### config.mk
export PLATFORM = sky130hd
export DESIGN_NAME = fp_coproc_data_transfer
export DESIGN_NICKNAME = d
export VERILOG_FILES = /design/src/hw/fp_xfer_pkg.sv /design/src/hw/fp_coproc_data_transfer.sv
export VERILOG_INCLUDE_DIRS = /design/src /design/src/hw
export SDC_FILE = /design/constraint.sdc
export NUM_CORES = 1
export LEC_CHECK = 0
export BUFFER_PORTS_ARGS = -buffer_cell sky130_fd_sc_hd__buf_2
export CORE_MARGIN = 5
export CORE_UTILIZATION = 25
export DETAILED_ROUTE_END_ITERATION = 10
export GPL_TIMING_DRIVEN = 0
export RECOVER_POWER = 100
export SLEW_MARGIN = 20
export SYNTH_ARGS = -nofsm -noshare
export SYNTH_HDL_FRONTEND = slang
export SYNTH_SLANG_ARGS = --single-unit
### constraint.sdc
create_clock -name clk -period 6.8 [get_ports clk]
set_input_delay 1.02 -clock clk [delete_from_list [all_inputs] [get_ports clk]]
set_output_delay 1.02 -clock clk [all_outputs]
set_load 0.005 [all_outputs]
### src/hw/fp_xfer_defines.svh
// Constants for the floating-point data transfer decoder: fields, codes and counts
`ifndef FP_XFER_DEFINES_SVH
`define FP_XFER_DEFINES_SVH
`define IDX_BIT          24
`define UP_BIT           23
`define LEN_HIGH_BIT     22
`define WB_BIT           21
`define LOAD_BIT         20
`define BASE_MSB         19
`define BASE_LSB         16
`define LEN_LOW_BIT      15
`define FPREG_MSB        14
`define FPREG_LSB        12
`define CPNUM_MSB        11
`define CPNUM_LSB        8
`define OFFSET_MSB       7
`define CLASS_MSB        27
`define CLASS_LSB        25
`define CLASS_XFER       3'h6
`define CPNUM_SINGLE     4'h1
`define CPNUM_MULTI      4'h2
`define WORDS_PER_REG    3'h3
`define WORD_BYTES       32'h4
`endif

### src/hw/fp_xfer_pkg.sv
// Types shared by the floating-point data transfer decoder
package fp_xfer_pkg;
    typedef enum logic [1:0] {
        ST_IDLE = 2'h0,
        ST_XFER = 2'h1,
        ST_DONE = 2'h3
    } xfer_state_e;

    // One memory word request to the host memory path
    typedef struct packed {
        logic [31:0] addr;
        logic        load;
        logic [2:0]  fpReg;
        logic [1:0]  wordIdx;
    } mem_req_s;

    // Base register update returned to the host core
    typedef struct packed {
        logic [3:0]  baseRegister;
        logic [31:0] value;
    } base_wb_s;
endpackage

### src/hw/fp_coproc_data_transfer.sv
// Decoder and sequencer for floating-point coprocessor data transfer instructions
//
// Contract
// - Single transfer moves one register in five formats; load bit 1 loads, 0 stores.
// - Single store rounds to destination precision with round-to-nearest.
// - Index bit 1 applies offset before transfer; 0 applies it after.
// - Direction bit 1 adds offset, 0 subtracts it.
// - Offset is unsigned 8-bit field bits 7..0, counted in words.
// - Write-back bit 1 writes modified base back; 0 keeps base.
// - Post-indexing never implies write-back; only the explicit bit does.
// - Bits 22,15 plus expanded flag pick length of 1,2,3,3 or 4 words.
// - First word address is base, offset-modified when pre-indexed.
// - Each later word address rises by 4 bytes whatever the direction.
// - Multi transfer moves one to four registers in one operation.
// - Multi transfer recognised only with coprocessor number 2 in bits 11..8.
// - Multi transfer moves three memory words per register.
// - Unimplemented instructions are left to host software emulation.
// - Multi count bits 22,15: 01 one, 10 two, 11 three, 00 four.
// - Registers go in ascending order from named one, wrapping seven to zero.
`timescale 1ns/1ns
`include "fp_xfer_defines.svh"

module fp_coproc_data_transfer #(
    parameter int REG_COUNT = 8
) (
    input  wire logic                clk,
    input  wire logic                srst,
    input  wire logic                instrValid,
    input  wire logic [31:0]         instr,
    input  wire logic [31:0]         baseValue,
    input  wire logic                expanded_packed_flag,
    output logic                     instrReady,
    output logic                     instrAccepted,
    output logic                     instrBounce,
    output logic                     reqValid,
    input  wire logic                reqReady,
    output fp_xfer_pkg::mem_req_s    req,
    output logic                     roundNearest,
    output logic [2:0]               singleFormat,
    output logic                     multiFormat,
    output logic                     baseWbValid,
    output fp_xfer_pkg::base_wb_s    baseWb,
    output logic                     done
);
    import fp_xfer_pkg::*;

    xfer_state_e state;
    logic [3:0]  wordsLeft;
    logic [1:0]  wordInReg;
    logic        isMulti;
    logic        isSingle;
    logic [31:0] disp;
    logic [31:0] modBase;
    logic [3:0]  totalWords;
    logic [2:0]  fmtCode;
    logic [31:0] xferAddr;
    logic        xferLoad;
    logic [2:0]  fpRegCur;
    logic        wordTaken;
    logic        lastWord;
    logic        lastInReg;

    // Index of the third word of a register in a multi transfer
    localparam logic [1:0] LAST_WORD_IN_REG = 2'(`WORDS_PER_REG - 3'h1);

    // Byte displacement: word offset times four, shared by both instruction kinds
    function automatic logic [31:0] word_disp(input logic [7:0] off);
        word_disp = {22'h0, off, 2'h0};
    endfunction

    // Base plus or minus displacement
    function automatic logic [31:0] apply_offset(input logic [31:0] base, input logic [31:0] d, input logic up);
        apply_offset = up ? base + d : base - d;
    endfunction

    // Data transfer class carrying the given coprocessor number
    function automatic logic match_xfer(input logic [31:0] word, input logic [3:0] cpNum);
        match_xfer = (word[`CLASS_MSB:`CLASS_LSB] == `CLASS_XFER) && (word[`CPNUM_MSB:`CPNUM_LSB] == cpNum);
    endfunction

    // Class decode; other coprocessor numbers bounce to software emulation
    assign isSingle = match_xfer(instr, `CPNUM_SINGLE);
    assign isMulti  = match_xfer(instr, `CPNUM_MULTI);
    assign disp     = word_disp(instr[`OFFSET_MSB:0]);
    assign modBase  = apply_offset(baseValue, disp, instr[`UP_BIT]);

    // Length decode for both kinds
    always_comb begin
        fmtCode    = {1'h0, instr[`LEN_HIGH_BIT], instr[`LEN_LOW_BIT]};
        totalWords = 4'h0;
        if (isMulti) begin
            // Count 00 means four registers, three words each
            case ({instr[`LEN_HIGH_BIT], instr[`LEN_LOW_BIT]})
                2'h1:    totalWords = 4'h3;
                2'h2:    totalWords = 4'h6;
                2'h3:    totalWords = 4'h9;
                default: totalWords = 4'hC;
            endcase
        end else begin
            case ({instr[`LEN_HIGH_BIT], instr[`LEN_LOW_BIT]})
                2'h0:    totalWords = 4'h1;
                2'h1:    totalWords = 4'h2;
                2'h2:    totalWords = 4'h3;
                default: begin
                    // Packed decimal grows by one word when the expanded flag is set
                    totalWords = expanded_packed_flag ? 4'h4 : 4'h3;
                    fmtCode    = expanded_packed_flag ? 3'h4 : 3'h3;
                end
            endcase
        end
    end

    assign instrReady    = (state == ST_IDLE);
    assign instrAccepted = instrReady && instrValid && (isSingle || isMulti);
    assign instrBounce   = instrReady && instrValid && !(isSingle || isMulti);
    assign reqValid      = (state == ST_XFER);

    // Sequencer state; DONE is one quiet cycle before the next instruction can be taken
    always_ff @(posedge clk) begin
        if (srst) begin
            state <= ST_IDLE;
        end else begin
            case (state)
                ST_IDLE: begin
                    if (instrAccepted) begin
                        state <= ST_XFER;
                    end
                end
                ST_XFER: begin
                    if (wordTaken && lastWord) begin
                        state <= ST_DONE;
                    end
                end
                ST_DONE: begin
                    state <= ST_IDLE;
                end
                default: begin
                    state <= ST_IDLE;
                end
            endcase
        end
    end

    // One word leaves on every edge where the memory side takes it
    assign wordTaken = reqValid && reqReady;
    assign lastWord  = (wordsLeft == 4'h1);
    assign lastInReg = multiFormat && (wordInReg == LAST_WORD_IN_REG);

    // Next register in ascending order; wraps at the top of the register file
    function automatic logic [2:0] next_fp_reg(input logic [2:0] cur);
        next_fp_reg = (cur == 3'(REG_COUNT - 1)) ? 3'h0 : cur + 3'h1;
    endfunction

    // Transfer address: first word from the indexed base, then one word up each time
    always_ff @(posedge clk) begin
        if (srst) begin
            xferAddr <= 32'h0;
        end else if (instrAccepted) begin
            xferAddr <= instr[`IDX_BIT] ? modBase : baseValue;
        end else if (wordTaken) begin
            // Always upwards; the direction bit only steers the base offset
            xferAddr <= xferAddr + `WORD_BYTES;
        end
    end

    // Operation flags, latched once per instruction and held for the whole transfer
    always_ff @(posedge clk) begin
        if (srst) begin
            xferLoad     <= 1'h0;
            roundNearest <= 1'h0;
            singleFormat <= 3'h0;
            multiFormat  <= 1'h0;
        end else if (instrAccepted) begin
            xferLoad     <= instr[`LOAD_BIT];
            // Only a single store rounds; multi images are raw register contents
            roundNearest <= isSingle && !instr[`LOAD_BIT];
            singleFormat <= isSingle ? fmtCode : 3'h0;
            multiFormat  <= isMulti;
        end
    end

    // Words still owed to memory; the sequencer leaves XFER on the last one
    always_ff @(posedge clk) begin
        if (srst) begin
            wordsLeft <= 4'h0;
        end else if (instrAccepted) begin
            wordsLeft <= totalWords;
        end else if (wordTaken) begin
            wordsLeft <= wordsLeft - 4'h1;
        end
    end

    // Register number and word position inside that register
    always_ff @(posedge clk) begin
        if (srst) begin
            fpRegCur  <= 3'h0;
            wordInReg <= 2'h0;
        end else if (instrAccepted) begin
            fpRegCur  <= instr[`FPREG_MSB:`FPREG_LSB];
            wordInReg <= 2'h0;
        end else if (wordTaken) begin
            if (lastInReg) begin
                // Third word done: move on to the next register
                fpRegCur  <= next_fp_reg(fpRegCur);
                wordInReg <= 2'h0;
            end else begin
                // Single transfers simply count their words, up to four
                wordInReg <= wordInReg + 2'h1;
            end
        end
    end

    // Request word assembled from the position registers, so it stays a flip-flop output
    assign req = '{addr: xferAddr, load: xferLoad, fpReg: fpRegCur, wordIdx: wordInReg};

    // Base write-back only on explicit bit, never implied by post-indexing
    always_ff @(posedge clk) begin
        if (srst) begin
            baseWbValid <= 1'h0;
            baseWb      <= '0;
        end else begin
            baseWbValid <= instrAccepted && instr[`WB_BIT];
            if (instrAccepted) begin
                // Offset-modified base whatever the indexing mode; the strobe decides its use
                baseWb.baseRegister <= instr[`BASE_MSB:`BASE_LSB];
                baseWb.value        <= modBase;
            end
        end
    end

    // End pulse, one cycle long, as the sequencer is back in idle
    always_ff @(posedge clk) begin
        if (srst) begin
            done <= 1'h0;
        end else begin
            done <= (state == ST_DONE);
        end
    end
endmodule

==> results of run 1 <==
==> kinds of logic after synthesis <==
| family | synth area share (%) |
|---|---|
| buffers and inverters | 3.95 |
| and+or+nand+nor | 22.8 |
| DFF | 28.8 |
| adders and majority gates | 8.81 |
| xor gates and xnor gates | 7.17 |
| muxes | 3.56 |
| AOI/OAI and AO/OA | 24.9 |
==> worst max-delay path by stage <==
stage	slack, ns	endpoint
5_1_grt	1.55	xferAddr[28]
3_5_place_dp	1.55	xferAddr[28]
3_3_place_gp	1.61	baseWb[30]
2_1_floorplan	2.45	baseWb[30]
6_report	1.92	baseWb[30]
4_1_cts	1.92	xferAddr[28]
==> registers in the layout (all words and copies together) (netlist names), 2 cells and up <==
signal,cells
xferAddr,32
baseWb,36
fpRegCur,3
wordsLeft,4
state,2
singleFormat,3
wordInReg,2
==> metal layers <==
metal  vias up  track usage [%]  wire, um
met5         -                0        21
met4         4             6.11       736
met3        44             3.67      1840
met2       270             27.2     10800
met1      3041             21.8     10300
li1       3184                -         -
==> cell type report <==
type	instances	area share, %
buffer	39	2.12
clock buffer	11	3.17
clock inverter	5	0.461
inverter	22	1.13
multi-input combinational	642	55.0
sequential	87	23.7
tap	324	5.53
timing repair buffer	149	8.84
==> where the power goes <==
group	internal, mW	total, mW	switching, mW
clock network	0.249	0.485	0.236
registers	0.513	0.516	0.00333
logic	0.118	0.316	0.198
==> metrics by stage <==
step | util [%] | setup slack (ns) | cells
6_report | 30.4 | 1.92 | 1279
5_1_grt | 30.4 | 1.55 | 1279
4_1_cts | 31.0 | 1.92 | 1279
3_5_place_dp | 29.9 | 1.55 | 1263
3_3_place_gp | 29.9 | 1.61 | 1263
2_1_floorplan | - | 2.45 | 790
==> critical path, delay by kind of cell <==
kind | cells | cell delay (ns)
AND/OR/NAND/NOR | 4 | 1.26
buffers and inverters | 1 | 0.12
adder cells (fa/ha/maj) | 2 | 0.59
AO/OA/AOI/OAI | 6 | 1.72
multiplexers | 2 | 0.40
==> cells in the mapped netlist (4+ instances only) <==
| cell type | count | area share [%] |
|---|---|---|
| and3_1 | 15 | 1.6 |
| ha_1 | 41 | 8.5 |
| a31oi_1 | 5 | 0.52 |
| xor2_1 | 22 | 3.2 |
| o21ai_0 | 37 | 3.1 |
| inv_1 | 22 | 1.4 |
| nand2_1 | 119 | 7.4 |
| mux2i_1 | 17 | 2.8 |
| clkbuf_1 | 28 | 1.7 |
| nor3_1 | 19 | 1.6 |
| o22ai_1 | 7 | 0.72 |
| and2_1 | 4 | 0.41 |
| a21o_1 | 15 | 1.9 |
| a21oi_1 | 97 | 8.0 |
| nor2b_1 | 6 | 0.62 |
| a211oi_1 | 23 | 2.9 |
| xnor2_1 | 25 | 3.6 |
| buf_2 | 5 | 0.41 |
| nand4_1 | 14 | 1.4 |
| buf_1 | 5 | 0.31 |
| mux2_2 | 4 | 0.74 |
| nand3_1 | 16 | 1.3 |
| and4_1 | 5 | 0.72 |
| or3_1 | 4 | 0.41 |
| dfxtp_1 | 87 | 29 |
| o21bai_1 | 4 | 0.50 |
| nor3b_1 | 4 | 0.50 |
| nor2_1 | 71 | 4.4 |
==> out/summary.log, run 1 <==
[synth] number of flip-flops and latches in the synthesized netlist 87
[final_layout] leading cell types in the layout, fill and taps excluded nand2_1, clkbuf_1, a21oi_1
[floorplan] row count 57
[final_layout] total area of multi-input combinational cells 4040 um^2
[run] Maximum Capacitance Violations 0
[setup_path] r2r endpoint baseWb[25]
[placement] detailed placement HPWL 18900 um
[global_route] initial antenna violation count 2
[final_layout] nets@finish 1061
[sta] setup repair after global routing missed its margin false
[global_route] wire length of the first global-routing pass 34700 um
[synth] primary flip-flop cell chosen by synthesis mapping dfxtp_1
[floorplan] initial standard-cell utilization of the core 25.1%
[sta] normalized max-slew margin 41.2%
[clock_tree] Reg clk slew, reported paths 0.07 ns
[clock_tree] buffers from clock root to sink, at most 2
[power] total leakage power 2.86 nW
[sta] Tcrit/Tclk final 71.7%
[setup_path] highest cell delay on the worst timing path 0.73 ns
[clock_tree] CTS tree yes
[detailed_routing] via count normalized by instance count 5.12
[detailed_routing] total wire length after detailed routing 23700 um
[setup_path] crit path capture type register
[sta] Final Max Slew Viols 0
[final_layout] area used by sequential logic in the layout 1740 um^2
[synth] post-synth cell types 70
[synth] ys async rst share 0%
[detailed_routing] antenna violation net count after detailed routing 0
[final_layout] area added between synthesis and finish 21.2%
[worst_hold_path] WHS Endpoint roundNearest
[detailed_routing] number of DRC violations after detailed routing 0
[floorplan] die width 166 um
[setup_path] startpoint type of the worst setup path input port
[placement] PortBufs 149
[setup_path] CP cell instances buf_2 -> nor2_1 -> nor4b_1 -> nor3b_1 -> ha_1 -> mux2_2 -> ha_1 -> a21oi_1 -> o21ai_0 -> a31oi_1 -> a211oi_1 -> o31ai_1 -> nor2_1 -> mux2i_1 -> a311o_1
[final_layout] number of antenna cells inserted 0
[clock_tree] number of CTS-inserted buffers 9
[sta] Tightest Pin Transition 0.870 ns
[setup_path] setup slack on the worst flop-to-flop path 4.17 ns
[synth] synthesized area 6050 um^2
[clock_tree] later-pin clock latency in the skew report 0.35 ns
[worst_hold_path] class of the most critical hold timing path register to register
[worst_hold_path] Min-Delay Path Depth 2
[clock_tree] CTS-repair resized insts 0
[final_layout] leading cell type in the layout, fill and taps excluded nand2_1
[final_layout] summed area of non-filler cells in the final layout 7330 um^2
[setup_path] R2R cell count 7
[synth] number of flops mapped to enable cells by yosys 0
[clock_tree] H-tree depth 3
[setup_path] Arr. time, crit path 5.12 ns
[floorplan] die boundary height 166 um
[clock_tree] hold buffer count at cts 0
[setup_path] endpoint required time on the critical path 7.04 ns
[global_route] pin count of the biggest net entering global routing 15
[floorplan] Top-Level Pins 154
[detailed_routing] via count 6543
[sta] clk_skew 0.00595 ns
[global_route] number of global-route vias before repair 6135
[clock_tree] buffer cell driving the clock tree root clkbuf_16
[synth] average size of a mapped cell 7.66 um^2
[setup_path] worst reg2reg startpoint state[0]
[setup_path] critical path start-end classification input port to register
[final_layout] # fillers 2693
[synth] Synth Net Count 901
[sta] worst hold-check slack 0.446 ns
[status] outcome completed
[setup_path] worst setup path startpoint instr[2]
[detailed_routing] number of design-rule violations left by the first detailed-router iteration 481
[sta] minimum clock period after layout 4.88 ns
[worst_hold_path] launch point of the worst hold path roundNearest
[clock_tree] post-CTS setup repair buffer count 0
[final_layout] share of layout cells above drive strength 1 11.0%
[floorplan] die area 27400 um^2
[sta] Fin Setup TNS 0 ns
[sta] count of endpoints failing setup in the final report 0
[power] Worst VDD drop 0.109 mV
[sta] peak clock frequency supported by timing 205 MHz
[synth] Post-Synthesis Cells 790
[detailed_routing] wire length per cell 18.5 um
[placement] final weighted congestion of routability-driven global placement 0.894
[sta] final hold viol count 0
[global_route] total routing resource utilization after global routing 16.7%
[detailed_routing] drt pass-1 iters 5
[power] overall power after layout 1.32 mW
[synth] fraction of the yosys area taken by sequential cells 28.8%
[setup_path] biggest fanout along the worst timing path 5
[synth] synth warn 0
[setup_path] Worst path slowest cell nor4b_1
[power] Pwr Density 180 nW/um^2
[floorplan] CORE AREA 24100 um^2
[placement] placed cell areas 7200 um^2
[global_route] grt ovf 0
[clock_tree] Sinks on Clock Net 87
Note: power is estimated with default switching activity, not from simulation.
==> run 2, diff against run 1 <==
--- a/config.mk
+++ b/config.mk
@@ -6,6 +6,7 @@
 export SDC_FILE = /design/constraint.sdc
 export NUM_CORES = 1
 export LEC_CHECK = 0
+export ABC_AREA = 1
 export BUFFER_PORTS_ARGS = -buffer_cell sky130_fd_sc_hd__buf_2
 export CORE_MARGIN = 5
 export CORE_UTILIZATION = 25
==> constraint.sdc (replaced) <==
create_clock -name clk -period 4.1 [get_ports clk]
set_input_delay 0.615 -clock clk [delete_from_list [all_inputs] [get_ports clk]]
set_output_delay 0.615 -clock clk [all_outputs]
set_load 0.005 [all_outputs]
==> out/summary.log, run 2 <==
[final_layout] area added between synthesis and finish 20.0%
[placement] PortBufs 147 [-1.3%]
[clock_tree] hold buffer count at cts 0 [unchanged]
[clock_tree] later-pin clock latency in the skew report 0.36 ns [about the same]
[setup_path] most frequent cell on the critical path nand2_1
[status] outcome completed
[worst_hold_path] class of the most critical hold timing path input port to register
[sta] minimum clock period after layout 3.24 ns
[sta] Tightest Pin Transition 0.757 ns [-0.113 ns]
[floorplan] initial standard-cell utilization of the core 25.2% [+0.053 points]
[final_layout] number of cells in the finished layout apart from fillers 1537 [+20%]
[run] Maximum Capacitance Violations 0 [unchanged]
[setup_path] highest cell delay on the worst timing path 0.60 ns [-0.13 ns]
[synth] most frequent cell after synthesis nand2_1
[detailed_routing] number of DRC violations after detailed routing 0 [unchanged]
[sta] peak clock frequency supported by timing 309 MHz
[setup_path] critical path start-end classification input port to register
[setup_path] Worst path slowest cell a21oi_1
[final_layout] share of layout cells above drive strength 1 12.6% [+1.6 points]
[synth] synth warn 0 [unchanged]
[power] Worst VDD drop 0.171 mV [+57%]
[setup_path] Arr. time, crit path 3.49 ns [-1.63 ns]
[synth] ranking of synthesized cells by area dfxtp_1, nand2_1, ha_1
[clock_tree] CTS-repair resized insts 0 [unchanged]
[global_route] number of global-route vias before repair 7215 [+18%]
[power] Sw Pwr 0.786 mW [+80%]
[sta] final hold viol count 0 [unchanged]
[floorplan] die boundary height 174 um [+4.9%]
[clock_tree] H-tree depth 3 [unchanged]
[floorplan] Top-Level Pins 154 [unchanged]
[power] total leakage power 3.80 nW [+33%]
[detailed_routing] antenna violation net count after detailed routing 0 [unchanged]
[global_route] grt ovf 0 [unchanged]
[clock_tree] buffer cell driving the clock tree root clkbuf_16
[global_route] wire length of the first global-routing pass 39800 um [+15%]
[setup_path] worst reg2reg startpoint state[0]
[synth] primary flip-flop cell chosen by synthesis mapping dfxtp_1
[global_route] total routing resource utilization after global routing 16.7% [about the same]
[sta] setup repair after global routing missed its margin false
[final_layout] utilization after layout 30.2% [-0.22 points]
[synth] Post-synth top cells nand2_1, inv_1, nor2_1
[synth] Synth Net Count 1144 [+27%]
[floorplan] die area 30200 um^2 [+10%]
[final_layout] # fillers 2972 [+10%]
[sta] count of endpoints failing setup in the final report 0 [unchanged]
[synth] ys async rst share 0% [unchanged]
[setup_path] cell class contributing the biggest share of worst-path delay compound AO/OA/AOI/OAI gates
[final_layout] leading cell types in the layout, fill and taps excluded nand2_1, inv_1, nor2_1
[setup_path] crit path buf inv count 2 [+1]
[power] Combinational Power Share 23.8% [-0.2 points]
[floorplan] die width 174 um [+4.9%]
[clock_tree] buffers from clock root to sink, at most 2 [unchanged]
[detailed_routing] drt pass-1 iters 5 [unchanged]
[power] proportion of total power due to net switching 34.9% [+1.7 points]
[final_layout] Most flops, register baseWb
[sta] Fin Setup TNS 0 ns [unchanged]
[final_layout] max FFs per register 36 [unchanged]
[power] part of the total power dissipated in the clock network 38.1% [+1.3 points]
[synth] number of flip-flops and latches in the synthesized netlist 87 [unchanged]
[floorplan] CORE AREA 26700 um^2 [+11%]
[synth] average size of a mapped cell 6.49 um^2 [-15%]
[synth] Synth area leader dfxtp_1
[final_layout] summed area of non-filler cells in the final layout 8050 um^2 [+9.7%]
[synth] fraction of the yosys area taken by sequential cells 26.0% [-2.8 points]
[clock_tree] Reg clk slew, reported paths 0.08 ns [about the same]
[sta] normalized max-slew margin 49.5% [+8.3 points]
[detailed_routing] total wire length after detailed routing 25700 um [+8.6%]
[setup_path] CP cell instances clkbuf_1 -> inv_1 -> ha_1 -> nand2_1 -> nor2_1 -> a21oi_1 -> ha_1 -> a21oi_1 -> nor2_1 -> nor2_1 -> nand2_1 -> a21oi_1 -> nand2_1 -> nand2_1 -> nand3_1 -> nand2_1 -> a21oi_1
[worst_hold_path] launch point of the worst hold path instr[17]
[power] part of the total power dissipated in sequential elements 38.0% [-1.2 points]
[sta] worst hold-check slack 0.455 ns [+0.00834 ns]
[power] overall power after layout 2.26 mW [+71%]
[global_route] initial antenna violation count 2 [unchanged]
[final_layout] leading cell type in the layout, fill and taps excluded nand2_1
[power] cell internal power dissipation 1.47 mW [+67%]
[setup_path] biggest fanout along the worst timing path 6 [+1]
[clock_tree] Sinks on Clock Net 87 [unchanged]
[global_route] pin count of the biggest net entering global routing 20 [+5]
[synth] number of flops mapped to enable cells by yosys 0 [unchanged]
[setup_path] endpoint required time on the critical path 4.35 ns [-2.69 ns]
[detailed_routing] number of design-rule violations left by the first detailed-router iteration 411 [-15%]
[sta] post-route setup slack 0.859 ns [-1.06 ns]
[placement] Place WS 0.516 ns [-1.04 ns]
[clock_tree] number of CTS-inserted buffers 9 [unchanged]
[detailed_routing] via count normalized by instance count 4.72 [-7.8%]
[detailed_routing] wire length per cell 16.7 um [-9.6%]
[setup_path] startpoint type of the worst setup path input port
[sta] Final Max Slew Viols 0 [unchanged]
[setup_path] crit path capture type register
[synth] post-synth cell types 56 [-20%]
[placement] detailed placement HPWL 21700 um [+15%]
[clock_tree] post-CTS setup repair buffer count 0 [unchanged]
[final_layout] nets@finish 1302 [+23%]
[placement] placed instance count 1521 [+20%]
[placement] final weighted congestion of routability-driven global placement 0.949 [+6.1%]
[synth] Yosys top cell area share 26.0% [-2.8 points]
[detailed_routing] via count 7248 [+11%]
[final_layout] registers with the most flip-flops baseWb (36), xferAddr (32), wordsLeft (4)
[sta] clk_skew 0.0113 ns [+0.00533 ns]
[setup_path] worst setup path startpoint instr[0]
[floorplan] row count 60 [+5.3%]
[final_layout] number of antenna cells inserted 0 [unchanged]
[synth] synthesized area 6710 um^2 [+11%]
[placement] placed cell areas 7870 um^2 [+9.2%]
[sta] Tcrit/Tclk final 79.1%
[synth] Post-Synthesis Cells 1033 [+31%]
[power] Pwr Density 280 nW/um^2 [+56%]
[clock_tree] CTS tree yes
-- run 2: logic make-up (layout without fill, tap and decap cells) --
logic type / after synthesis / in the layout / share of synthesized area (%)
xor+xnor: 39 / 39 / 5.09
mux: 1 / 1 / 0.149
fa+ha+maj: 42 / 42 / 7.95
flops: 87 / 87 / 26.0
compound gates: 218 / 218 / 18.9
simple gates: 490 / 490 / 32.6
buf+inv: 156 / 319 / 9.33
-- run 2: layer usage --
metal  track usage, %  vias up  routed length, um
met5                0        -                 33
met4             5.05        4                660
met3             3.16       43               1200
met2             29.9      168              12700
met1             20.4     3293              11200
li1                 -     3740                  -
-- run 2: power groups by stage --
| stage | registers (mW) | clock network, mW | logic, mW |
|---|---|---|---|
| 2_1_floorplan | 0.876 | 0 | 0.359 |
| 3_3_place_gp | 0.877 | 0 | 0.538 |
| 3_5_place_dp | 0.877 | 0 | 0.540 |
| 4_1_cts | 0.857 | 0.880 | 0.542 |
| 5_1_grt | 0.859 | 0.911 | 0.600 |
| 6_report | 0.858 | 0.860 | 0.537 |
-- run 2: worst paths after layout --
path                                      to  slack [ns]  depth (start not counted)
worst min-delay path              baseWb[33]        0.45                          2
worst max-delay path            xferAddr[29]        0.86                         17
worst max register to register  wordInReg[0]        1.69                          9
worst min register to register    baseWb[19]        0.45                          2
-- run 2: cell type report --
type	instances	area [um^2]	area share, %
plain buffers	31	145	1.80
clock buffers	9	225	2.80
clock inverters	7	78.8	0.979
inverters	125	472	5.86
multi-input cells	790	4300	53.4
flip-flops and latches	87	1740	21.6
well taps	341	427	5.30
repair buffers	147	662	8.22
==> run 3, diff against run 2 <==
--- a/config.mk
+++ b/config.mk
@@ -6,7 +6,7 @@
 export SDC_FILE = /design/constraint.sdc
 export NUM_CORES = 1
 export LEC_CHECK = 0
-export ABC_AREA = 1
+export ABC_AREA = 0
 export BUFFER_PORTS_ARGS = -buffer_cell sky130_fd_sc_hd__buf_2
 export CORE_MARGIN = 5
 export CORE_UTILIZATION = 25
==> constraint.sdc (replaced) <==
create_clock -name clk -period 2.9 [get_ports clk]
set_input_delay 0.435 -clock clk [delete_from_list [all_inputs] [get_ports clk]]
set_output_delay 0.435 -clock clk [all_outputs]
set_load 0.005 [all_outputs]
==> out/summary.log, run 3 (synthesized netlist as in run 1, its figures left out) <==
[detailed_routing] antenna violation net count after detailed routing 0 [unchanged]
[power] part of the total power dissipated in sequential elements 35.8% [-2.2 points]
[global_route] wire length of the first global-routing pass 36400 um [-8.6%]
[floorplan] row count 57 [-5.0%]
[sta] Tcrit/Tclk final 110%
[sta] clk_skew 0.0112 ns [-0.0000928 ns]
[floorplan] initial standard-cell utilization of the core 25.1% [-0.053 points]
[power] Sw Pwr 1.15 mW [+47%]
[power] cell internal power dissipation 2.23 mW [+52%]
[setup_path] startpoint type of the worst setup path input port
[detailed_routing] via count 6649 [-8.3%]
[sta] peak clock frequency supported by timing 314 MHz
[sta] setup repair after global routing missed its margin true
[run] Maximum Capacitance Violations 0 [unchanged]
[global_route] grt ovf 0 [unchanged]
[worst_hold_path] WHS Endpoint baseWbValid
[clock_tree] CTS tree yes
[clock_tree] Sinks on Clock Net 87 [unchanged]
[placement] Place WS -1.06 ns [-1.57 ns]
[floorplan] die width 166 um [-4.7%]
[setup_path] worst reg2reg startpoint state[1]
[worst_hold_path] Min-Delay Path Depth 2 [unchanged]
[final_layout] leading cell types in the layout, fill and taps excluded nand2_1, clkbuf_1, dfxtp_1
[worst_hold_path] class of the most critical hold timing path input port to register
[final_layout] registers with the most flip-flops baseWb (36), xferAddr (32), wordsLeft (4)
[status] violated checks setup timing
[setup_path] endpoint required time on the critical path 3.14 ns [-1.21 ns]
[final_layout] nets@finish 1087 [-17%]
[sta] minimum clock period after layout 3.19 ns
[setup_path] biggest fanout along the worst timing path 5 [-1]
[global_route] total routing resource utilization after global routing 17.4% [+0.63 points]
[sta] Tightest Pin Transition 0.916 ns [+0.159 ns]
[setup_path] Arr. time, crit path 3.43 ns [-0.06 ns]
[power] part of the total power dissipated in the clock network 34.4% [-3.7 points]
[clock_tree] buffer cell driving the clock tree root clkbuf_16
[final_layout] Most flops, register baseWb
[detailed_routing] drt pass-1 iters 5 [unchanged]
[sta] Fin Setup TNS -4.60 ns [-4.60 ns]
[setup_path] r2r endpoint baseWb[26]
[sta] worst hold-check slack 0.310 ns [-0.145 ns]
[detailed_routing] number of DRC violations after detailed routing 0 [unchanged]
[global_route] number of global-route vias before repair 6338 [-12%]
[sta] final hold viol count 0 [unchanged]
[floorplan] die boundary height 166 um [-4.7%]
[power] proportion of total power due to net switching 34.1% [-0.74 points]
[setup_path] highest cell delay on the worst timing path 0.32 ns [-0.28 ns]
[placement] final weighted congestion of routability-driven global placement 0.930 [-2.0%]
[final_layout] number of antenna cells inserted 0 [unchanged]
[setup_path] crit path capture type register
[sta] count of endpoints failing setup in the final report 32 [+32]
[final_layout] share of layout cells above drive strength 1 24.4% [+12 points]
[floorplan] Top-Level Pins 154 [unchanged]
[setup_path] CP cell instances buf_8 -> nor2_4 -> nor4b_4 -> nor3b_2 -> ha_1 -> mux2_4 -> ha_4 -> nor2b_4 -> a41oi_4 -> o211ai_1 -> nand4b_1 -> a21o_2 -> and2_1 -> o311a_1
[sta] post-route setup slack -0.289 ns [-1.15 ns]
[clock_tree] number of CTS-inserted buffers 9 [unchanged]
[detailed_routing] total wire length after detailed routing 24700 um [-3.8%]
[placement] detailed placement HPWL 19000 um [-12%]
[setup_path] setup slack on the worst flop-to-flop path 0.20 ns [-1.49 ns]
[power] Pwr Density 407 nW/um^2 [+45%]
[power] Worst VDD drop 0.225 mV [+31%]
[power] Combinational Power Share 29.9% [+6.1 points]
[detailed_routing] number of design-rule violations left by the first detailed-router iteration 594 [+45%]
[worst_hold_path] launch point of the worst hold path instr[21]
[setup_path] Worst path slowest cell ha_4
[sta] Final Max Slew Viols 0 [unchanged]
[clock_tree] H-tree depth 3 [unchanged]
[floorplan] CORE AREA 24100 um^2 [-9.5%]
[global_route] initial antenna violation count 3 [+1]
[global_route] pin count of the biggest net entering global routing 17 [-15%]
[detailed_routing] via count normalized by instance count 5.10 [+8.0%]
[final_layout] max FFs per register 36 [unchanged]
[status] outcome finished with violations
[power] total leakage power 3.16 nW [-17%]
[setup_path] critical path start-end classification input port to register
[clock_tree] Reg clk slew, reported paths 0.07 ns [about the same]
[final_layout] area added between synthesis and finish 37.3%
[detailed_routing] wire length per cell 19.0 um [+13%]
[placement] PortBufs 149 [+1.4%]
[setup_path] R2R cell count 7 [-2]
[sta] normalized max-slew margin 38.9% [-11 points]
[clock_tree] buffers from clock root to sink, at most 2 [unchanged]
[floorplan] die area 27400 um^2 [-9.2%]
[final_layout] leading cell type in the layout, fill and taps excluded nand2_1
[clock_tree] later-pin clock latency in the skew report 0.35 ns [about the same]
==> run 3: changes by cell type in the layout (fill, tap and decap cells not counted), sizes merged, moves of 22 or more <==
cell / previous run / this run
a211oi: 1 / 23
clkbuf: 91 / 113
inv: 130 / 25
nand2: 267 / 119
nand3: 60 / 16
nor2: 107 / 71
o21ai: 82 / 38
==> run 3: power by group through the flow <==
stage	Combinational [mW]	Clock (mW)	Sequential, mW
after floorplan	0.523	0	1.24
after detailed placement	0.768	0	1.24
final	1.01	1.16	1.21
after global placement	0.767	0	1.24
after global routing	1.09	1.23	1.21
after CTS	0.899	1.19	1.21
==> run 3: worst max-delay path: cells and delay by family <==
family	cells	cell delay (ns)
buf+inv	1	0.10
compound gates	4	0.92
simple gates	6	1.13
fa+ha+maj	2	0.56
mux	1	0.29
==> run 3: cell type report <==
class / count / area (um^2)
Fill cell: 2589 / 15800
Multi-Input combinational cell: 642 / 4720
Sequential cell: 87 / 1740
Timing Repair Buffer: 178 / 930
Tap cell: 324 / 405
Clock buffer: 10 / 229
Buffer: 36 / 153
Inverter: 22 / 82.6
Clock inverter: 6 / 50.0
==> run 3: per-layer routing <==
layer	global-route usage [%]	wire length (um)
met2	28.5	11600
met1	22.6	10600
met4	4.57	511
met3	4.62	1910
met5	0	32
==> run 3: timing repair <==
| action | in CTS | in global routing |
|---|---|---|
| cloned | 0 | 0 |
| hold buffers | 0 | 0 |
| setup buffers | 19 | 11 |
| pin swaps | 45 | 41 |
| endpoints found under the setup margin | 39 | 42 |
| resized for setup | 78 | 48 |
==> run 3: how the worst max path moves through the flow <==
stage | startpoint | end | slack, ns
5_1_grt | instr[3] | xferAddr[31] | -0.38
2_1_floorplan | instr[2] | xferAddr[31] | -0.28
3_3_place_gp | instr[0] | xferAddr[27] | -1.11
6_report | instr[3] | xferAddr[31] | -0.29
3_5_place_dp | instr[0] | xferAddr[17] | -1.06
4_1_cts | instr[3] | xferAddr[31] | -0.27
==> run 3: per-stage QoR <==
step / cell area (um^2) / util [%] / cells / power, mW
after floorplan: 6160 / - / 790 / 1.76
after global placement: 7310 / 30.3 / 1263 / 2.00
after detailed placement: 7310 / 30.3 / 1263 / 2.01
after CTS: 8120 / 33.7 / 1297 / 3.30
after global routing: 8310 / 34.5 / 1305 / 3.53
final: 8310 / 34.5 / 1305 / 3.38
